==> src/bad_regs.svh <==
// constants for the board address decoder
`ifndef BAD_REGS_SVH
`define BAD_REGS_SVH

// ------------------------------------------------------------
// address fields
// ------------------------------------------------------------
`define BAD_ADDR_W       20
`define BAD_A19          19
`define BAD_IO_S2        2
`define BAD_IO_MASK      16'hffe0
`define BAD_IO_MATCH     16'h00c0
`define BAD_SEL_MSB      4
`define BAD_SEL_LSB      3
`define BAD_FUNC_MSB     2
`define BAD_FUNC_LSB     1
`define BAD_CHIP_MSB     12
`define BAD_CHIP_LSB     1
`define BAD_WIN_MSB      18
`define BAD_WIN_LSB      11

// ------------------------------------------------------------
// peripheral codes on address bits 4:3
// ------------------------------------------------------------
`define BAD_SEL_IRQ      2'h0
`define BAD_SEL_PAR      2'h1
`define BAD_SEL_TMR      2'h2
`define BAD_SEL_SER      2'h3

// ------------------------------------------------------------
// rom window masks on address bits 18:11
// ------------------------------------------------------------
`define BAD_WIN_MASK_4K  8'hfe
`define BAD_WIN_MASK_8K  8'hfc
`define BAD_WIN_MASK_16K 8'hf8
`define BAD_WIN_MASK_EXP 8'hf0
`define BAD_SEL_BIT_4K   0
`define BAD_SEL_BIT_8K   1
`define BAD_SEL_BIT_16K  2
`define BAD_SEL_EXP_MSB  3
`define BAD_SEL_EXP_LSB  2

// ------------------------------------------------------------
// misc values
// ------------------------------------------------------------
`define BAD_SW_OFF       2'h0
`define BAD_STAT_PASSIVE 3'h7
`define BAD_SEL_NONE     4'hf

`endif

==> src/bad_pkg.sv <==
// types shared by the board address decoder
package bad_pkg;

    typedef enum logic [1:0] {
        BAD_IDLE = 2'b00,
        BAD_ADDR = 2'b01,
        BAD_DATA = 2'b10
    } bad_phase_type;

    typedef enum logic [1:0] {
        BAD_SZ_4K  = 2'b00,
        BAD_SZ_8K  = 2'b01,
        BAD_SZ_16K = 2'b10
    } bad_size_type;

    typedef struct packed {
        bad_phase_type phase;
        logic          io_flag;
        logic [19:0]   addr;
        logic          ack_n;
        logic          ready;
        logic [3:0]    periph_sel_n;
        logic          buf_en_n;
        logic          target_n;
        logic          dir;
        logic [1:0]    func;
        logic          prd_n;
        logic          pwr_n;
        logic          rom_ack_n;
        logic          ram_req_n;
        logic [3:0]    pair_sel_n;
        logic [11:0]   chip_addr;
        logic [2:0]    arb_status;
        logic          arb_req;
    } bad_state_type;

endpackage

==> src/bad_top.sv <==
// board address decoder: local i/o selects, rom pair selects, ram request
`timescale 1ns/100ps
`include "bad_regs.svh"

module bad_top
    import bad_pkg::*;
(
    input  wire logic        core_clk,
    input  wire logic        rst,
    input  wire logic [19:0] addr,
    input  wire logic [2:0]  cpu_status,
    input  wire logic        ale,
    input  wire logic        dt_r,
    input  wire logic        io_read_cmd_n,
    input  wire logic        io_write_cmd_n,
    input  wire logic        cycle_done,
    input  wire logic [1:0]  chip_size,
    input  wire logic        rom_expanded,
    input  wire logic [1:0]  config_switch,
    output logic             io_cycle_flag,
    output logic             local_io_ack_n,
    output logic             cpu_ready,
    output logic             irq_ctrl_sel_n,
    output logic             parallel_port_sel_n,
    output logic             timer_sel_n,
    output logic             serial_sel_n,
    output logic             local_buffer_en_n,
    output logic             local_target_n,
    output logic             xfer_direction,
    output logic [1:0]       periph_func,
    output logic             periph_rd_n,
    output logic             periph_wr_n,
    output logic             rom_ack_n,
    output logic             local_ram_req_n,
    output logic             rom_pair0_sel_n,
    output logic             rom_pair1_sel_n,
    output logic             rom_pair2_sel_n,
    output logic             rom_pair3_sel_n,
    output logic [11:0]      rom_chip_addr,
    output logic [2:0]       arb_status,
    output logic             arb_req
);

    // ------------------------------------------------------------
    // helpers
    // ------------------------------------------------------------
    function automatic logic io_local(input logic [19:0] a);
        io_local = (a[15:0] & `BAD_IO_MASK) == `BAD_IO_MATCH;
    endfunction

    // active-low one-of-four; both select groups share it
    function automatic logic [3:0] dec4_n(input logic [1:0] code, input logic en);
        dec4_n = `BAD_SEL_NONE;
        if (en) begin
            dec4_n[code] = 1'b0;
        end
    endfunction

    bad_state_type st;
    bad_state_type next_st;

    logic range_out_a;
    logic range_out_b;
    logic sel_out_low;
    logic sel_out_high;
    logic expanded;
    logic active;
    logic io_hit;
    logic mem_hit;
    logic rom_hit;
    logic ram_hit;

    // ------------------------------------------------------------
    // rom window lookup
    // ------------------------------------------------------------
    // jumpers alone are not enough: both switches must also be off
    assign expanded = rom_expanded && (config_switch == `BAD_SW_OFF);

    bad_win_decode u_win (
        .win_bits     (st.addr[`BAD_WIN_MSB:`BAD_WIN_LSB]),
        .chip_size    (chip_size),
        .expanded     (expanded),
        .range_out_a  (range_out_a),
        .range_out_b  (range_out_b),
        .sel_out_low  (sel_out_low),
        .sel_out_high (sel_out_high)
    );

    // ------------------------------------------------------------
    // next state
    // ------------------------------------------------------------
    always_comb begin
        next_st = st;

        unique case (st.phase)
            BAD_IDLE: next_st.phase = BAD_IDLE;
            BAD_ADDR: next_st.phase = ale ? BAD_ADDR : BAD_DATA;
            BAD_DATA: next_st.phase = cycle_done ? BAD_IDLE : BAD_DATA;
            default:  next_st.phase = BAD_IDLE;
        endcase
        if (ale) begin
            next_st.phase   = BAD_ADDR;
            next_st.io_flag = ~cpu_status[`BAD_IO_S2];
            next_st.addr    = addr;
        end

        active  = st.phase != BAD_IDLE;
        io_hit  = active && st.io_flag && io_local(st.addr);
        mem_hit = active && !st.io_flag && !range_out_a && !range_out_b;
        rom_hit = mem_hit && st.addr[`BAD_A19];
        ram_hit = mem_hit && !st.addr[`BAD_A19];

        // odd port addresses are not filtered; software keeps to even ones
        next_st.ack_n        = ~io_hit;
        next_st.ready        = io_hit;
        next_st.periph_sel_n = dec4_n(st.addr[`BAD_SEL_MSB:`BAD_SEL_LSB], io_hit);
        next_st.func         = io_hit ? st.addr[`BAD_FUNC_MSB:`BAD_FUNC_LSB] : 2'h0;
        next_st.prd_n        = ~(io_hit && !io_read_cmd_n);
        next_st.pwr_n        = ~(io_hit && !io_write_cmd_n);

        next_st.rom_ack_n = ~rom_hit;
        next_st.ram_req_n = ~ram_hit;
        // pair decoder waits for the strobe to fall so a new address cannot glitch a socket
        next_st.pair_sel_n = dec4_n({sel_out_high, sel_out_low},
                                    rom_hit && st.phase == BAD_DATA);
        next_st.chip_addr  = rom_hit ? st.addr[`BAD_CHIP_MSB:`BAD_CHIP_LSB] : 12'h000;

        next_st.buf_en_n = ~(io_hit || rom_hit);
        next_st.target_n = ~(io_hit || rom_hit || ram_hit);
        next_st.dir      = ~dt_r;

        // off-board cycles only: status is latched on the board clock in the same cycle as the bus request
        next_st.arb_req = st.phase == BAD_DATA && st.target_n
                          && !(io_hit || rom_hit || ram_hit)
                          && cpu_status != `BAD_STAT_PASSIVE;
        if (next_st.arb_req) begin
            next_st.arb_status = cpu_status;
        end
    end

    // ------------------------------------------------------------
    // state register
    // ------------------------------------------------------------
    always_ff @(posedge core_clk or posedge rst) begin
        if (rst) begin
            st              <= '0;
            st.phase        <= BAD_IDLE;
            st.ack_n        <= 1'b1;
            st.periph_sel_n <= `BAD_SEL_NONE;
            st.buf_en_n     <= 1'b1;
            st.target_n     <= 1'b1;
            st.prd_n        <= 1'b1;
            st.pwr_n        <= 1'b1;
            st.rom_ack_n    <= 1'b1;
            st.ram_req_n    <= 1'b1;
            st.pair_sel_n   <= `BAD_SEL_NONE;
            st.arb_status   <= `BAD_STAT_PASSIVE;
        end else begin
            st <= next_st;
        end
    end

    // ------------------------------------------------------------
    // outputs
    // ------------------------------------------------------------
    assign io_cycle_flag       = st.io_flag;
    assign local_io_ack_n      = st.ack_n;
    assign cpu_ready           = st.ready;
    assign irq_ctrl_sel_n      = st.periph_sel_n[`BAD_SEL_IRQ];
    assign parallel_port_sel_n = st.periph_sel_n[`BAD_SEL_PAR];
    assign timer_sel_n         = st.periph_sel_n[`BAD_SEL_TMR];
    assign serial_sel_n        = st.periph_sel_n[`BAD_SEL_SER];
    assign local_buffer_en_n   = st.buf_en_n;
    assign local_target_n      = st.target_n;
    assign xfer_direction      = st.dir;
    assign periph_func         = st.func;
    assign periph_rd_n         = st.prd_n;
    assign periph_wr_n         = st.pwr_n;
    assign rom_ack_n           = st.rom_ack_n;
    assign local_ram_req_n     = st.ram_req_n;
    assign rom_pair0_sel_n     = st.pair_sel_n[0];
    assign rom_pair1_sel_n     = st.pair_sel_n[1];
    assign rom_pair2_sel_n     = st.pair_sel_n[2];
    assign rom_pair3_sel_n     = st.pair_sel_n[3];
    assign rom_chip_addr       = st.chip_addr;
    assign arb_status          = st.arb_status;
    assign arb_req             = st.arb_req;

    logic io_hit_q;
    always_ff @(posedge core_clk or posedge rst) begin
        if (rst) begin
            io_hit_q <= 1'b0;
        end else begin
            io_hit_q <= io_hit;
        end
    end
endmodule

==> src/bad_win_decode.sv <==
// rom window lookup: range and pair select code from address bits 18:11
`timescale 1ns/100ps
`include "bad_regs.svh"

module bad_win_decode
    import bad_pkg::*;
(
    input  wire logic [7:0] win_bits,
    input  wire logic [1:0] chip_size,
    input  wire logic       expanded,
    output logic            range_out_a,
    output logic            range_out_b,
    output logic            sel_out_low,
    output logic            sel_out_high
);

    logic [7:0] mask;
    logic       hit;

    // ------------------------------------------------------------
    // window and select code
    // ------------------------------------------------------------
    always_comb begin
        mask         = `BAD_WIN_MASK_4K;
        sel_out_high = 1'b1;
        sel_out_low  = win_bits[`BAD_SEL_BIT_4K];
        if (expanded) begin
            // eight sockets: code walks 00..11 over the four 8k blocks
            mask         = `BAD_WIN_MASK_EXP;
            sel_out_high = win_bits[`BAD_SEL_EXP_MSB];
            sel_out_low  = win_bits[`BAD_SEL_EXP_LSB];
        end else begin
            unique case (bad_size_type'(chip_size))
                BAD_SZ_4K: begin
                    mask        = `BAD_WIN_MASK_4K;
                    sel_out_low = win_bits[`BAD_SEL_BIT_4K];
                end
                BAD_SZ_8K: begin
                    mask        = `BAD_WIN_MASK_8K;
                    sel_out_low = win_bits[`BAD_SEL_BIT_8K];
                end
                BAD_SZ_16K: begin
                    mask        = `BAD_WIN_MASK_16K;
                    sel_out_low = win_bits[`BAD_SEL_BIT_16K];
                end
                default: begin
                    // unused strap code: treat as smallest window
                    mask        = `BAD_WIN_MASK_4K;
                    sel_out_low = win_bits[`BAD_SEL_BIT_4K];
                end
            endcase
        end
        hit         = (win_bits & mask) == mask;
        range_out_a = ~hit;
        range_out_b = ~hit;
    end

endmodule

==> config.mk <==
export PLATFORM = sky130hd
export DESIGN_NAME = bad_top
export DESIGN_NICKNAME = d
export VERILOG_FILES = /design/src/bad_pkg.sv /design/src/bad_top.sv /design/src/bad_win_decode.sv
export VERILOG_INCLUDE_DIRS = /design/src
export SDC_FILE = /design/constraint.sdc
export NUM_CORES = 1
export LEC_CHECK = 0
export BUFFER_PORTS_ARGS = -buffer_cell sky130_fd_sc_hd__buf_2
export CORE_ASPECT_RATIO = 0.5
export CORE_UTILIZATION = 51
export CTS_CLUSTER_SIZE = 12
export DETAILED_ROUTE_END_ITERATION = 16
export PLACE_DENSITY = 0.79
export SETUP_SLACK_MARGIN = 0.3
export SLEW_MARGIN = 20
export SYNTH_ARGS = -nofsm -noshare
export SYNTH_HDL_FRONTEND = slang
export SYNTH_SLANG_ARGS = --single-unit
==> constraint.sdc <==
create_clock -name core_clk -period 2.23 [get_ports core_clk]
set_input_delay 0.223 -clock core_clk [delete_from_list [all_inputs] [get_ports core_clk]]
set_output_delay 0.223 -clock core_clk [all_outputs]
set_load 0.05 [all_outputs]
==> impl_metrics.tcl <==
set metrics [dict create \
    cp-startpoint "st[56]" \
    swShare_pct 25.2 \
    slowest_stage "dfrtp_1" \
    rr_worst_depth 7 \
    pin_count 71 \
    skew_ps 6.72 \
    critPathKind "reg2reg" \
    grt_overflow 0 \
    worstPathRequired_ps 2490 \
    cts-buffers-inserted 9 \
    drtAntennaViolNets 0 \
    drtIter0Drc 48 \
    rows 17 \
    hold_violations 0 \
    vdd_ir_drop_max_v 0.000346 \
    crit_family "simple AND/OR/NAND/NOR gates" \
    final.setup.tns_ps 0 \
    io_buffers 69 \
    pwr-share-seq_pct 49.5 \
    routabilityCongestion 0.706 \
    switching_power_w 0.000584 \
    vias 1435 \
    crit_fanout 4 \
    track_usage_pct 18.5 \
    core-area_um2 4450 \
    grt_pass1_vias 1477 \
    ys_seq_area_share_pct 60.8 \
    cp_num_buf_inv 2 \
    start_util_pct 53.6 \
    n_antenna_cell 0 \
    dr.pass1.iters 4 \
    die_width_um 98.7 \
    holdPathEnd "xfer_direction" \
    grt_first_pass_wirelength_mm 6.72 \
    htreeDepth 3 \
    cts_tree "done" \
    worst_setup_path_end_kind "flop" \
    powerDensity_nw_per_um2 805 \
    drc 0 \
    cts_setup_buffers 0 \
    layout_setup_ws_ps 429 \
    syn_to_final_growth_pct 21.0 \
    p_leak_nw 1.42 \
    synth_top_area_share_pct 41.0 \
    ys_top_cells_by_area "dfrtp_1, dfstp_2, mux2_2" \
    antenna_found_initial 0 \
    worstHoldPathType "in2reg" \
    vias_per_cell 4.80 \
    dp_slack_ps 463 \
    tightest_slew_ps 599 \
    hold_depth 2 \
    routedWlPerCell_um 13.5 \
    cts.sinks 57 \
    r2r-start "st[56]" \
    path_clk_slew_ps 60 \
    synth_area_per_cell_um2 13.9 \
    clock_tree.buffer_depth 2 \
    place_hpwl_mm 2.96 \
    synth-seq-cells 57 \
    wirelength_mm 4.03 \
    setup.worst_path.start_class "flop" \
    intPower_w 0.00174 \
    rsz0062_at_grt "no" \
    syn_nets 213 \
    arrival_ps 2060 \
    grt_max_degree 31 \
    die_h_um 50.3 \
    hold_path_startpoint "dt_r" \
    finalPower_w 0.00232 \
    ys_types 38 \
    post_cts_resized 0 \
    final_nets 278 \
    setup_viol 0 \
    yosysTopAreaCell "dfrtp_1" \
    syn_area_um2 2380 \
    regToRegSetupSlack_ps 430 \
    drv_slew 0 \
    power_frac_comb_pct 11.7 \
    p_clk_share_pct 38.7 \
    path_cells "inv_1, ha_1, nor4bb_1, and4_1, inv_2, o211ai_4, mux2_2" \
    synth-warning-count 0 \
    drv_cap 0 \
    timing.fmax_mhz 555 \
    clock_latency_ps 330 \
    r2r_end "arb_status[2]" \
    period_needed_ps 1800 \
    run_status "complete, no violations" \
    relSlewSlack_pct 60.0 \
    syn_inst 172 \
    clockRootBuffer "clkbuf_8" \
    post-route-period-util_pct 80.8 \
    drive_gt1_share_pct 61.2 \
    cpPeakStageDelay_ps 360 \
    fp.dieArea_um2 4970 \
]
## worst max path at each step
stage                          to  slack (ps)  cells after the start
floorplan           arb_status[0]         480                      6
global placement    arb_status[2]         520                      7
detailed placement  arb_status[2]         460                      7
CTS                 arb_status[2]         430                      7
global route        arb_status[0]         330                      7
finish              arb_status[2]         430                      7
## registers in the layout, summed over array words and instances, names as in the netlist, 2 cells and up
| name | cells |
|---|---|
| st | 21 |
| periph_func | 2 |
| rom_chip_addr | 12 |
| arb_status | 3 |
## synth_stat cells
library cell,instances
nand3_1,2
mux2_2,22
a221oi_2,1
nand4b_1,1
and4_1,1
a32o_1,1
nor3b_4,1
and2_2,11
and3_1,1
or3_1,2
buf_1,2
nand2_1,2
nand3b_1,1
dfstp_2,18
nor2_1,7
buf_6,2
nor4bb_1,1
buf_4,17
nor3b_2,1
dfrtp_1,39
or2b_1,2
nand4_1,3
ha_1,6
inv_2,1
or3b_1,1
nor4_1,1
nor2b_1,1
o211ai_4,1
or2_1,1
nor3_1,1
a31oi_1,1
a21oi_1,2
or3_4,1
a31oi_4,1
inv_1,10
nand2b_1,2
nor3b_1,1
and2_1,3
## power groups by stage
stage,Combinational (W),Clock (W),Sequential (W)
floorplan,0.000211,0,0.00117
global placement,0.000265,0,0.00116
detailed placement,0.000274,0,0.00117
CTS,0.000277,0.000928,0.00115
global route,0.000294,0.000975,0.00116
finish,0.000272,0.000899,0.00115
## stage by stage
| step | utilization (%) | hold slack [ps] | instance area, um^2 | std cells |
|---|---|---|---|---|
| finish | 64.8 | 41.7 | 2880 | 299 |
| global route | 64.8 | 25.1 | 2880 | 299 |
| CTS | 64.8 | 24.3 | 2880 | 299 |
| detailed placement | 60.3 | 329 | 2680 | 282 |
| global placement | 60.3 | 318 | 2680 | 282 |
| floorplan | - | 254 | 2380 | 172 |
## area by class of cell
type | instances | area, um^2
Fill cell | 349 | 1560
Multi-Input combinational cell | 83 | 734
Clock buffer | 14 | 183
Clock inverter | 2 | 10.0
Timing Repair Buffer | 75 | 393
Inverter | 11 | 41.3
Sequential cell | 57 | 1450
Tap cell | 57 | 71.3
## layer usage
| metal | share of wire, % | up-vias | wire length, um | global-route usage [%] |
|---|---|---|---|---|
| met5 | 0 | - | 0 | 0 |
| met3 | 5.0 | 7 | 200 | 7.24 |
| li1 | - | 687 | - | - |
| met2 | 49 | 46 | 2000 | 31.2 |
| met1 | 44 | 695 | 1790 | 21.6 |
| met4 | 1.2 | 0 | 47 | 7.71 |
## kinds of logic after synthesis
group,synth area share [%]
simple gates,13.8
compound gates,3.52
mux,10.4
fa+ha+maj,3.15
flops,60.8
buf+inv,8.35
## placed cells by master, fill, tap and decap left out, drive strengths merged, types with 2 or more instances in the layout
cell type	count
nand4	3
dfrtp	39
or2b	2
clkbuf	14
a31oi	2
nand3	2
dfstp	18
nor3b	3
mux2	22
inv	11
buf	74
and2	14
nor2	7
nand2	2
clkinv	2
or3	3
nand2b	2
ha	6
a21oi	2
## timing repair
| item | 4_1_cts | 5_1_grt |
|---|---|---|
| hold buffers | 1 | 0 |
| hold endpoints to repair | 21 | 0 |
| setup endpoints to repair | 0 | 0 |
No activity file was read; power rests on OpenSTA's default activity.
